--- config.mk ---
export PLATFORM = sky130hd
export DESIGN_NAME = swcdr_top
export DESIGN_NICKNAME = d
export VERILOG_FILES = /design/src/swcdr_pkg.sv /design/src/swcdr_spi.sv /design/src/swcdr_top.sv
export VERILOG_INCLUDE_DIRS = /design/src
export SDC_FILE = /design/constraint.sdc
export NUM_CORES = 1
export LEC_CHECK = 0
export ABC_CLOCK_PERIOD_IN_PS = 40400
export BUFFER_PORTS_ARGS = -buffer_cell sky130_fd_sc_hd__buf_2
export CORE_MARGIN = 5
export CORE_UTILIZATION = 50
export CTS_BUF_LIST = sky130_fd_sc_hd__clkbuf_2
export DETAILED_ROUTE_END_ITERATION = 16
export PLACE_DENSITY = 0.66
export SLEW_MARGIN = 20
export SYNTH_ARGS = -nofsm -noshare
export SYNTH_HDL_FRONTEND = slang
export SYNTH_SLANG_ARGS = --single-unit
--- constraint.sdc ---
create_clock -name I_CLK -period 40.4 [get_ports I_CLK]
set_input_delay 2.02 -clock I_CLK [delete_from_list [all_inputs] [get_ports I_CLK]]
set_output_delay 2.02 -clock I_CLK [all_outputs]
set_load 0.01 [all_outputs]
--- src/swcdr_regs.svh ---
`ifndef SWCDR_REGS_SVH
`define SWCDR_REGS_SVH

// register addresses inside the 7-bit frame address space
`define SWCDR_ADDR_CTRL1     7'h3C
`define SWCDR_ADDR_CTRL2     7'h3D
`define SWCDR_ADDR_UPPER     7'h3E
`define SWCDR_ADDR_LOWER     7'h3F

// power-on / soft reset values
`define SWCDR_RST_CTRL1      8'h04
`define SWCDR_RST_CTRL2      8'h00
`define SWCDR_RST_UPPER      8'hA8
`define SWCDR_RST_LOWER      8'h98

// field positions in the control bytes
`define SWCDR_FILT_MSB       3
`define SWCDR_FILT_LSB       2
`define SWCDR_EN_BIT         0
`define SWCDR_SEL_MSB        1
`define SWCDR_SEL_LSB        0

// filter time constant codes and their shift amounts
`define SWCDR_FILT_8         2'h0
`define SWCDR_FILT_16        2'h1
`define SWCDR_FILT_32        2'h2
`define SWCDR_FILT_ADAPT     2'h3
`define SWCDR_SHIFT_TC8      3'h3
`define SWCDR_SHIFT_TC16     3'h4
`define SWCDR_SHIFT_TC32     3'h5

// falling edge spacing bands, in bit times
`define SWCDR_SPACE_MIN      4'h2
`define SWCDR_SPACE_32_MAX   4'h3
`define SWCDR_SPACE_16_MAX   4'h8
`define SWCDR_SPACE_MAX      4'hA

// recovery clock select codes
`define SWCDR_SEL_80M        2'h0
`define SWCDR_SEL_40M        2'h1
`define SWCDR_SEL_20M        2'h2
`define SWCDR_SEL_10M        2'h3

// serial frame layout
`define SWCDR_FRAME_BITS     5'h10
`define SWCDR_HEAD_BITS      5'h08
`define SWCDR_CNT_SAT        5'h1F
`define SWCDR_MODE_BIT       7
`define SWCDR_DATA_MSB       15
`define SWCDR_DATA_LSB       8

// fraction bits kept by the tracking filter
`define SWCDR_FRAC_W         8

`endif

--- src/swcdr_pkg.sv ---
package swcdr_pkg;
	typedef logic [7:0] swcdr_byte_t;   // one register byte
	typedef logic [6:0] swcdr_addr_t;   // frame register address
	typedef logic [3:0] swcdr_nbits_t;  // falling edge spacing in bits
	typedef logic [2:0] swcdr_shift_t;  // filter shift (log2 of time constant)
endpackage : swcdr_pkg

--- src/swcdr_spi.sv ---
`timescale 1ns/10ps
`include "swcdr_regs.svh"

module swcdr_spi
	import swcdr_pkg::*;
(
	input  wire logic  i_clk,
	input  wire logic  i_rst_n,
	input  wire logic  i_cs_n,
	input  wire logic  i_sclk,
	input  wire logic  i_mosi,
	input  swcdr_byte_t i_rdata,
	output logic        o_miso,
	output swcdr_addr_t o_addr,
	output logic        o_wr,
	output swcdr_byte_t o_wdata
);

	////////////////////////////////////////////////////////////////////////////////
	logic        sclk_q,  sclk_d;   // previous clock sample
	logic        cs_q,    cs_d;     // previous select sample
	logic [4:0]  cnt_q,   cnt_d;    // bits taken this frame
	logic [15:0] frame_q, frame_d;  // lsb-first shift in
	swcdr_byte_t shift_q, shift_d;  // read data shift out
	logic        load_q,  load_d;   // load read data next cycle
	swcdr_addr_t addr_q,  addr_d;   // latched register address
	logic        wr_q,    wr_d;     // write strobe
	swcdr_byte_t wdata_q, wdata_d;  // write data
	logic        rise;              // sampled sclk rising edge

	////////////////////////////////////////////////////////////////////////////////
	// frame decode; pins are synchronous so edges come from one previous sample
	always_comb begin
		rise    = i_sclk & ~sclk_q & ~i_cs_n;
		sclk_d  = i_sclk;
		cs_d    = i_cs_n;
		cnt_d   = cnt_q;
		frame_d = frame_q;
		shift_d = shift_q;
		addr_d  = addr_q;
		wdata_d = wdata_q;
		load_d  = 1'b0;
		wr_d    = 1'b0;
		if (cs_q && !i_cs_n) begin
			// new frame: forget any leftover bits
			cnt_d   = '0;
			shift_d = '0;
		end else if (load_q) begin
			// needs sclk half period of at least two clocks
			shift_d = i_rdata;
		end else if (rise && cnt_q != `SWCDR_CNT_SAT) begin
			frame_d = {i_mosi, frame_q[15:1]};
			cnt_d   = cnt_q + 5'h01;
			// address byte done: fetch read data
			if (cnt_q == `SWCDR_HEAD_BITS - 5'h01) begin
				addr_d = frame_q[15:9];
				load_d = 1'b1;
			end
			if (cnt_q >= `SWCDR_HEAD_BITS) begin
				shift_d = {1'b0, shift_q[7:1]};
			end
		end
		if (!cs_q && i_cs_n && cnt_q == `SWCDR_FRAME_BITS && frame_q[`SWCDR_MODE_BIT]) begin
			wr_d    = 1'b1;
			wdata_d = frame_q[`SWCDR_DATA_MSB:`SWCDR_DATA_LSB];
		end
	end

	// register the frame state
	always_ff @(posedge i_clk) begin
		if (!i_rst_n) begin
			sclk_q  <= 1'b0;
			cs_q    <= 1'b1;
			cnt_q   <= '0;
			frame_q <= '0;
			shift_q <= '0;
			load_q  <= 1'b0;
			addr_q  <= '0;
			wr_q    <= 1'b0;
			wdata_q <= '0;
		end else begin
			sclk_q  <= sclk_d;
			cs_q    <= cs_d;
			cnt_q   <= cnt_d;
			frame_q <= frame_d;
			shift_q <= shift_d;
			load_q  <= load_d;
			addr_q  <= addr_d;
			wr_q    <= wr_d;
			wdata_q <= wdata_d;
		end
	end

	assign o_miso  = shift_q[0];
	assign o_addr  = addr_q;
	assign o_wr    = wr_q;
	assign o_wdata = wdata_q;

endmodule : swcdr_spi

--- src/swcdr_top.sv ---
`timescale 1ns/10ps
`include "swcdr_regs.svh"
// Behaviour
// - reserved control bits always read zero
// - filter codes 00/01/10 give 8/16/32
// - code 11 adapts constant to edge spacing
// - enable bit switches recovery on and off
// - clock select picks 80/40/20/10 MHz recovery
// - measured bit time clamped at upper limit
// - measured bit time clamped at lower limit
// - control one resets to 0x04
// - clock select resets to zero
// - limits reset to 0xA8 and 0x98
// - one 16-bit frame per register access

module swcdr_top
	import swcdr_pkg::*;
#(
	parameter int CNT_W = 12
) (
	input  wire logic        I_CLK,
	input  wire logic        I_RST_N,
	input  wire logic        I_SPI_CS_N,
	input  wire logic        I_SPI_SCLK,
	input  wire logic        I_SPI_MOSI,
	output logic             O_SPI_MISO,
	input  wire logic        I_RXD,
	input  wire logic [7:0]  I_NOMINAL_BIT_TIME,
	output logic             O_RECOVERY_ENABLE,
	output logic [1:0]       O_RECOVERY_CLOCK_SELECT,
	output logic [7:0]       O_BIT_TIME
);

	// counter must hold ten bits of the largest bit time, and fit the math
	if (CNT_W < 12 || CNT_W > 16) begin : g_bad_cnt
		$error("CNT_W must lie between 12 and 16");
	end

	localparam logic [7:0] RST1 = `SWCDR_RST_CTRL1;
	localparam logic [7:0] RST2 = `SWCDR_RST_CTRL2;
	localparam int         FW   = `SWCDR_FRAC_W;

	////////////////////////////////////////////////////////////////////////////////
	// clamp a value into the programmed window; upper checked first
	function automatic swcdr_byte_t clamp8(input logic [15:0] v, input swcdr_byte_t lo,
		input swcdr_byte_t hi);
		if (v > {8'h00, hi})
			clamp8 = hi;
		else if (v < {8'h00, lo})
			clamp8 = lo;
		else
			clamp8 = v[7:0];
	endfunction : clamp8

	////////////////////////////////////////////////////////////////////////////////
	swcdr_addr_t spi_addr;    // frame address
	logic        spi_wr;      // write strobe
	swcdr_byte_t spi_wdata;   // write data
	swcdr_byte_t rd_data;     // read mux

	// serial frame port
	swcdr_spi u_spi (
		.i_clk   (I_CLK),
		.i_rst_n (I_RST_N),
		.i_cs_n  (I_SPI_CS_N),
		.i_sclk  (I_SPI_SCLK),
		.i_mosi  (I_SPI_MOSI),
		.i_rdata (rd_data),
		.o_miso  (O_SPI_MISO),
		.o_addr  (spi_addr),
		.o_wr    (spi_wr),
		.o_wdata (spi_wdata)
	);

	////////////////////////////////////////////////////////////////////////////////
	logic [1:0]  filt_q,  filt_d;   // filter time constant select
	logic        en_q,    en_d;     // recovery enable
	logic [1:0]  sel_q,   sel_d;    // recovery clock select
	swcdr_byte_t upper_q, upper_d;  // bit time upper limit
	swcdr_byte_t lower_q, lower_d;  // bit time lower limit

	// register writes; only rw bits are stored at all
	always_comb begin
		filt_d  = filt_q;
		en_d    = en_q;
		sel_d   = sel_q;
		upper_d = upper_q;
		lower_d = lower_q;
		if (spi_wr) begin
			unique case (spi_addr)
				`SWCDR_ADDR_CTRL1: begin
					filt_d = spi_wdata[`SWCDR_FILT_MSB:`SWCDR_FILT_LSB];
					en_d   = spi_wdata[`SWCDR_EN_BIT];
				end
				`SWCDR_ADDR_CTRL2: sel_d = spi_wdata[`SWCDR_SEL_MSB:`SWCDR_SEL_LSB];
				`SWCDR_ADDR_UPPER: upper_d = spi_wdata;
				`SWCDR_ADDR_LOWER: lower_d = spi_wdata;
				default: ;  // unmapped: ignored
			endcase
		end
	end

	always_ff @(posedge I_CLK) begin
		if (!I_RST_N) begin
			filt_q  <= RST1[`SWCDR_FILT_MSB:`SWCDR_FILT_LSB];
			en_q    <= RST1[`SWCDR_EN_BIT];
			sel_q   <= RST2[`SWCDR_SEL_MSB:`SWCDR_SEL_LSB];
			upper_q <= `SWCDR_RST_UPPER;
			lower_q <= `SWCDR_RST_LOWER;
		end else begin
			filt_q  <= filt_d;
			en_q    <= en_d;
			sel_q   <= sel_d;
			upper_q <= upper_d;
			lower_q <= lower_d;
		end
	end

	always_comb begin
		rd_data = '0;
		unique case (spi_addr)
			`SWCDR_ADDR_CTRL1: begin
				rd_data[`SWCDR_FILT_MSB:`SWCDR_FILT_LSB] = filt_q;
				rd_data[`SWCDR_EN_BIT]                   = en_q;
			end
			`SWCDR_ADDR_CTRL2: rd_data[`SWCDR_SEL_MSB:`SWCDR_SEL_LSB] = sel_q;
			`SWCDR_ADDR_UPPER: rd_data = upper_q;
			`SWCDR_ADDR_LOWER: rd_data = lower_q;
			default: rd_data = '0;
		endcase
	end

	////////////////////////////////////////////////////////////////////////////////
	logic [2:0]       div_q, div_d;    // free running prescaler
	logic             rxd_q, rxd_d;    // previous receive sample
	logic             seen_q, seen_d;  // first falling edge taken
	logic [CNT_W-1:0] cnt_q, cnt_d;    // ticks since last falling edge
	logic [15:0]      trk_q, trk_d;    // tracked bit time, 8.8 fixed
	logic             tick_w;          // recovery clock tick
	logic             fall_w;          // receive falling edge
	logic             upd_w;           // valid measurement this cycle
	swcdr_nbits_t     nbits_w;         // spacing in bits
	swcdr_shift_t     shift_w;         // selected filter shift
	logic [15:0]      per_bit_w;       // one bit of measured spacing
	swcdr_byte_t      sample_w;        // clamped bit time sample
	logic [16:0]      diff_w;          // sample minus tracked
	logic [16:0]      step_w;          // filtered step
	logic [15:0]      next_w;          // unclamped filter result

	// recovery datapath; the 25 MHz clock stands in for the fastest tick
	always_comb begin
		unique case (sel_q)
			`SWCDR_SEL_80M: tick_w = 1'b1;
			`SWCDR_SEL_40M: tick_w = div_q[0] == 1'b0;
			`SWCDR_SEL_20M: tick_w = div_q[1:0] == 2'h0;
			`SWCDR_SEL_10M: tick_w = div_q == 3'h0;
		endcase
		fall_w = rxd_q & ~I_RXD;
		// round spacing to whole bits against the tracked bit time
		nbits_w = 4'h1;
		for (int k = 2; k <= 11; k++) begin
			if ({3'h0, cnt_q, 1'b0} >= 20'((2 * k - 1) * trk_q[15:FW]))
				nbits_w = 4'(k);
		end
		upd_w = en_q && seen_q && fall_w && nbits_w >= `SWCDR_SPACE_MIN
			&& nbits_w <= `SWCDR_SPACE_MAX;
		per_bit_w = 16'(cnt_q / nbits_w);
		sample_w = clamp8(per_bit_w, lower_q, upper_q);
		unique case (filt_q)
			`SWCDR_FILT_8:  shift_w = `SWCDR_SHIFT_TC8;
			`SWCDR_FILT_16: shift_w = `SWCDR_SHIFT_TC16;
			`SWCDR_FILT_32: shift_w = `SWCDR_SHIFT_TC32;
			`SWCDR_FILT_ADAPT: begin
				if (nbits_w <= `SWCDR_SPACE_32_MAX)
					shift_w = `SWCDR_SHIFT_TC32;
				else if (nbits_w <= `SWCDR_SPACE_16_MAX)
					shift_w = `SWCDR_SHIFT_TC16;
				else
					shift_w = `SWCDR_SHIFT_TC8;
			end
		endcase
		diff_w = {1'b0, sample_w, 8'h00} - {1'b0, trk_q};
		step_w = 17'($signed(diff_w) >>> shift_w);
		next_w = trk_q + step_w[15:0];
		div_d  = div_q + 3'h1;
		rxd_d  = I_RXD;
		cnt_d  = cnt_q;
		seen_d = seen_q;
		trk_d  = trk_q;
		if (!en_q) begin
			cnt_d  = '0;
			seen_d = 1'b0;
			trk_d  = {I_NOMINAL_BIT_TIME, 8'h00};
		end else if (fall_w) begin
			cnt_d  = '0;
			seen_d = 1'b1;
			if (upd_w) begin
				if (clamp8({8'h00, next_w[15:FW]}, lower_q, upper_q) != next_w[15:FW])
					trk_d = {clamp8({8'h00, next_w[15:FW]}, lower_q, upper_q), 8'h00};
				else
					trk_d = next_w;
			end
		end else if (tick_w && cnt_q != '1) begin
			// saturate rather than wrap on a too fast clock
			cnt_d = cnt_q + 1'b1;
		end
	end

	// register the recovery state
	always_ff @(posedge I_CLK) begin
		if (!I_RST_N) begin
			div_q  <= '0;
			rxd_q  <= 1'b1;
			seen_q <= 1'b0;
			cnt_q  <= '0;
			trk_q  <= '0;
		end else begin
			div_q  <= div_d;
			rxd_q  <= rxd_d;
			seen_q <= seen_d;
			cnt_q  <= cnt_d;
			trk_q  <= trk_d;
		end
	end

	assign O_RECOVERY_ENABLE       = en_q;
	assign O_RECOVERY_CLOCK_SELECT = sel_q;
	assign O_BIT_TIME              = trk_q[15:FW];
endmodule : swcdr_top

### Yosys cells after proc, flatten, opt, wreduce, memory -nomap -nowiden

Index checks and enable logic that the tools add are counted.
W data, S select, Z words.

| word-level totals | value |
|---|---|
| register bits | 102 |
| bits of input ports | 14 |
| output and inout port bits | 12 |
| logic and storage cells | 151 |

| operators by class | value |
|---|---|
| add/subtract/negate cells | 5 |
| multipliers | 10 |
| divide/modulo/power cells | 1 |
| magnitude comparators | 19 |
| eq/ne operators | 17 |
| shifts and indexed selects | 1 |
| muxes and demuxes | 34 |
| bitwise gates (word level) | 12 |
| reduce and logical (&&, ||, !) cells | 32 |

Operators by type and width:

| cell | number |
|---|---|
| $mux W8 | 10 |
| $mux W16 | 4 |
| $ge A13 B12 Y1 | 4 |
| $mul A4 B8 Y12 const A | 4 |
| $ge A13 B13 Y1 | 3 |
| $mul A5 B8 Y13 const A | 3 |
| $mux W4 | 9 |
| $eq A7 B6 Y1 const B | 4 |
| $ge A13 B11 Y1 | 2 |
| $mul A3 B8 Y11 const A | 2 |
| $reduce_and A2 Y1 | 9 |
| $sshr A17 B3 Y16 | 1 |
| $sub A16 B16 Y17 | 1 |
| $add A16 B16 Y16 | 1 |
| $div A12 B4 Y16 | 1 |
| $gt A16 B8 Y1 | 1 |
| $lt A16 B8 Y1 | 1 |
| $ge A13 B10 Y1 | 1 |
| $add A12 B1 Y12 const B | 1 |
| $ne A12 B12 Y1 const B | 1 |
| $pmux W3 S4 | 1 |
| $logic_and A1 B1 Y1 | 10 |
| $mul A2 B8 Y10 const A | 1 |
| $not A1 Y1 | 9 |
| 32 further kinds | 47 |

### Depth between registers and ports, before layout

| logic depth | value |
|---|---|
| word-level depth | 30 |
| depth in mapped cells | 213 |
| mapped depth without buffers | 210 |

### Cells and area by module

A second synthesis with hierarchy kept.

| unflattened totals | value |
|---|---|
| cell total of the unflattened synthesis | 2203 |
| area total of the unflattened synthesis | 17544.3 sq um |

By module, submodules not included:

| module | instances | cells an instance | area each (sq um) |
|---|---|---|---|
| swcdr_top | 1 | 2000 | 15767.6 |
| swcdr_spi | 1 | 203 | 1776.7 |

### Worst setup path after synthesis

OpenSTA, ideal clock, no wires.

| timing path | value |
|---|---|
| kind | reg-to-reg |
| from | reg trk_q[11] |
| to | reg trk_q[5] |
| setup time | 0.066 ns |
| arrival time | 36.960 ns |
| data required time | 40.334 ns |
| slack | 3.373 ns |
| cell stages (with the launch flop) | 195 |
| path buffers | 5 |
| cell sequence | dfxtp_1 -> fa_1 -> fa_1 -> ha_1 -> a21oi_1 -> o21bai_1 -> a21oi_1 -> o21bai_1 -> maj3_1 -> a21o_1 -> a21oi_1 -> xor2_1 -> ha_1 -> a211oi_1 -> o2111ai_1 -> a2bb2oi_1 -> nor4_4 -> buf_6 -> [... 159 more ...] -> nor2b_1 -> o21ai_0 -> nand2b_1 -> a21oi_1 -> nor2b_1 -> o21ai_0 -> nand2b_1 -> a21oi_1 -> mux2i_1 -> nand2_1 -> o21ai_0 -> xor2_1 -> nand4_1 -> nor4_1 -> nand2_1 -> nor3_1 -> a21oi_1 -> nor2_1 |

| on the way | value |
|---|---|
| longest elaborated chain between the ends | 27 |

Ends and longest elaborated chain:

| item | line | text |
|---|---|---|
| start, declared | swcdr_top.sv:138 | `logic [15:0] trk_q, trk_d;` |
| start signal, assigned | swcdr_top.sv:222 | `trk_q <= trk_d;` |
| $mul A2 B8 Y10 | swcdr_top.sv:162 | `if ({3'h0, cnt_q, 1'b0} >= 20'((2 * k - 1) * trk_q[15:FW]))` |
| $ge A13 B10 Y1 | swcdr_top.sv:162 |  |
| $mux W2 | swcdr_top.sv:162 |  |
| $mux W4 (9 in series) | swcdr_top.sv:162 |  |
| $div A12 B4 Y16 | swcdr_top.sv:167 | `per_bit_w = 16'(cnt_q / nbits_w);` |
| $lt A16 B8 Y1 | swcdr_top.sv:49 | `else if (v < {8'h00, lo})` |
| $mux W8 | swcdr_top.sv:49 |  |
| $mux W8 | swcdr_top.sv:47 | `if (v > {8'h00, hi})` |
| [... 3 more ...] | - |  |
| $lt A8 B8 Y1 | swcdr_top.sv:49 |  |
| $mux W8 | swcdr_top.sv:49 |  |
| $mux W8 | swcdr_top.sv:47 |  |
| $mux W8 | swcdr_top.sv:197 | `if (upd_w) begin` |
| $mux W8 | swcdr_top.sv:194 | `end else if (fall_w) begin` |
| $mux W8 | swcdr_top.sv:190 | `if (!en_q) begin` |
| $ne A8 B8 Y1 | swcdr_top.sv:198 | `if (clamp8({8'h00, next_w[15:FW]}, lower_q, upper_q) != next_w[15:FW])` |
| $mux W16 | swcdr_top.sv:198 |  |

Parallel ways exist; a longest one is shown, timed or not. The select of a mux whose other input is x is not followed.
A chain may end at the register's enable or synchronous reset.

### Worst setup path in the final report

| timing path | value |
|---|---|
| from | reg trk_q[8] |
| to | reg trk_q[5] |

Same word-level chain as after synthesis.

==> results.md <==
* Period minus WS final at 37,930 ps
* Clock skew at 88.4 ps
* Critical Path RT at 40,960 ps
* Synthesized flop and latch total at 95
* Clk sinks at 95
* Startpoint type of the worst setup path: flip-flop
* Syn Inst Count at 2,096
* Top cell by count, worst path: o21a_1
* Global Route met1 Usage at 0.333
* Hold Crit Class: reg -> reg
* H-tree lvl count at 3
* Layout cell share with drive strength beyond 1 at 0.119
* TritonRoute pass-1 iters at 5
* Drt via density at ~6.0
* I/O pins at 26
* FF-to-FF setup slack at 2470 ps
* Max incr delay on CP at a little over 600 ps
* Commonest cells in the netlist: 315 x ha_1, 160 x nor2_1, 144 x a21oi_1
* Initial antenna violation count at 1
* Total grt overflow at 0
* Hold Path Sink: div_q[0]
* Slew Limit Headroom at 0.247
* Synth Area in Compound Gates at 0.215
* Post-Syn Area at 17,100 um2
* Top-area cell type share of the netlist area at 0.231
* Hold buffers post-CTS at 0
* CTS buffer count at 9
* Bufs on Longest Clock Path at 2
* DP Area at 17,800 um2
* Root Driver: clkbuf_2
* CP Class: reg -> reg
* Crit Path Max Fanout at 14
* Core Area at around 34,000 um2
* Status: finished, final reports clean
* WL/cell at 18.3 um
* Placed cells at 2,561
* Post-synthesis simple-gate area fraction at 0.200
* Yosys top cell by area: ha_1
* Ys async rst share at 0
* # DRC at 0
* Worst-margin pin slew at roughly 1100 ps
* Part of the cycle the worst path needs at 0.939
* Slew Viols, Final at 0
* Layout Cells excl Fill at 2,611
* Row cnt at 67
* Initial core utilization at 0.508
* Die Span X at between 150 and 200 um
* Fmax at about 26 MHz
* Post-route ant nets at 0
* Largest family of logic cells by synthesized area: adder cells
* Setup Viol. Count Final at 0
* Ys flop type: dfxtp_1
* Number of global-route vias before repair at ~15,000
* Post-synth EDFFs at 0
* Chip height at 195 um
* Crit Reg-Reg Startpoint: trk_q[8]
* Mux cell area share after synthesis at 0.0729
* Synth area leaders: ha_1 23%, dfxtp_1 11%, mux2i_1 5.2%, fa_1 5.0%, xnor2_1 4.4%
* WHS Path Cells at 1
* I/O Buffers at 25
* Total wire length at 47,800 um
* Part of the Yosys area used for sequential elements at 0.111
* Cell depth of the worst flop-to-flop path at 193
* Maxcap violations at 0
* Post-synthesis adder-cell area fraction at 0.282
* Number of distinct library cells after synthesis at 117
* Die Area at between 30,000 and 40,000 um2
* Start point of the worst hold path: div_q[0]
* Vias at roughly 16,000
* Met2 Use GR at 0.405
* Clock Latency Late Sink at between 600 and 700 ps
* Syn_area_per_cell at around 8.1 um2
* Worst reg2reg endpoint: trk_q[5]
* Critical Path AT at a little under 40,000 ps
* Syn-to-layout area delta at 8.37%
* Syn. warnings at 0
* GP Congestion at 0.975
* GRT Total Usage at 0.243
* Largest net degree at the start of global routing at 64
* PnR worst setup slack at 2470 ps
* Met3 GRT Util at 0.0286
* DP Worst Slack at -835 ps
* 1st-iter DRT viols at 1,019
* Nets at 2,528
* Critical Path Slowest Stage Cell: or4b_2
* CTS tree: yes
* Final Instance Area at 18,500 um2
* Xor-xnor portion of the synthesized cell area at 0.0723
* Crit end category: flip-flop
* Global-route wire length before repair at 77,500 um
* Hold Fails Final Rpt at 0
* Layer with the highest usage: met2
* Worst-path clk slew at approximately 270 ps
* Most common cell in the netlist: ha_1
* Post-DP HPWL at 37,800 um
* Final design utilization at 0.550
==> placed cells by master (no fill, tap or decap), drive strengths merged, types with 11 or more instances in the layout <==
| master | Yosys | layout |
|---|---|---|
| o21ai | 112 | 112 |
| o211ai | 21 | 21 |
| nor2 | 160 | 160 |
| nand3 | 44 | 44 |
| inv | 139 | 142 |
| a21o | 48 | 48 |
| nor2b | 72 | 72 |
| nand2b | 39 | 39 |
| and2 | 30 | 30 |
| o31ai | 11 | 11 |
| o21a | 46 | 46 |
| buf | 17 | 98 |
| and3 | 12 | 12 |
| fa | 43 | 43 |
| ha | 315 | 315 |
| nor4 | 13 | 13 |
| dfxtp | 95 | 95 |
| a211oi | 17 | 17 |
| a31oi | 20 | 20 |
| or2 | 19 | 19 |
| a21oi | 147 | 147 |
| nand2 | 125 | 125 |
| mux2 | 24 | 24 |
| nand4 | 31 | 31 |
| nor3 | 57 | 57 |
| o21bai | 20 | 20 |
| mux2i | 91 | 91 |
| xor2 | 54 | 54 |
| xnor2 | 86 | 86 |
| or3 | 18 | 18 |
==> metrics by stage <==
stage	hold slack (ps)	TNS, ps
detailed placement	460	-5990
floorplan	436	0
CTS	503	0
finish	496	0
global placement	454	0
global route	524	-1430
==> state kept, by name (all words and copies together), names as in the netlist <==
signal,flops
O_RECOVERY_CLOCK_SELECT,2
O_RECOVERY_ENABLE,1
cnt_q,12
div_q,3
filt_q,2
lower_q,8
rxd_q,1
seen_q,1
trk_q,16
u_spi.cnt_q,5
u_spi.cs_q,1
u_spi.frame_q,9
u_spi.load_q,1
u_spi.o_addr,7
u_spi.o_wdata,8
u_spi.o_wr,1
u_spi.sclk_q,1
u_spi.shift_q,8
upper_q,8
==> per-layer routing <==
| layer | up-vias | part of all wire | wire length (um) |
|---|---|---|---|
| met4 | 0 | 0.028 | 1360 |
| met3 | 103 | 0.056 | 2660 |
| met2 | 429 | 0.46 | 21800 |
| met1 | 7340 | 0.46 | 22000 |
| li1 | 7752 | - | - |
| met5 | - | 0 | 0 |
==> cell type report <==
type | instances | area (um2)
antenna | 2 | 5.00
clock buffer | 9 | 45.0
clock inverter | 7 | 66.3
fill | 3129 | 15100
inverter | 139 | 522
multi-input combinational | 1813 | 14700
sequential | 95 | 1910
tap | 448 | 561
timing repair buffer | 98 | 686
==> worst max-delay path, delay by kind of cell (launching register included) <==
family	cells	cell delay, ps
buf+inv	6	820
simple gates	57	9800
compound gates	93	16140
mux	10	2490
flops	1	360
fa+ha+maj	23	7390
xor+xnor	4	800
==> how the worst max path moves through the flow <==
stage / depth (start not counted) / end / startpoint / slack [ps]
floorplan: 194 / trk_q[5] / trk_q[11] / 3370
global placement: 191 / trk_q[5] / trk_q[9] / 550
detailed placement: 192 / trk_q[5] / trk_q[9] / -830
CTS: 192 / trk_q[5] / trk_q[8] / 210
global route: 198 / trk_q[5] / trk_q[8] / -290
finish: 193 / trk_q[5] / trk_q[8] / 2470
==> cell families after synthesis <==
| kind of cell | count (synthesis) |
|---|---|
| adders and majority gates | 360 |
| xor gates and xnor gates | 140 |
| AOI/OAI and AO/OA | 543 |
| DFF | 95 |
| and+or+nand+nor | 650 |
| buffers and inverters | 191 |
| muxes | 116 |
| other | 1 |
==> what timing repair did <==
action,4_1_cts,5_1_grt
setup buffers,2,30
gates resized for setup,10,65
pin swaps,1,13
hold endpoints to repair,0,0
setup endpoints to repair,16,16
Power is left out: the tool's default activity adds up to more than one toggle a clock period on the data nets, which glitch-free logic cannot reach.
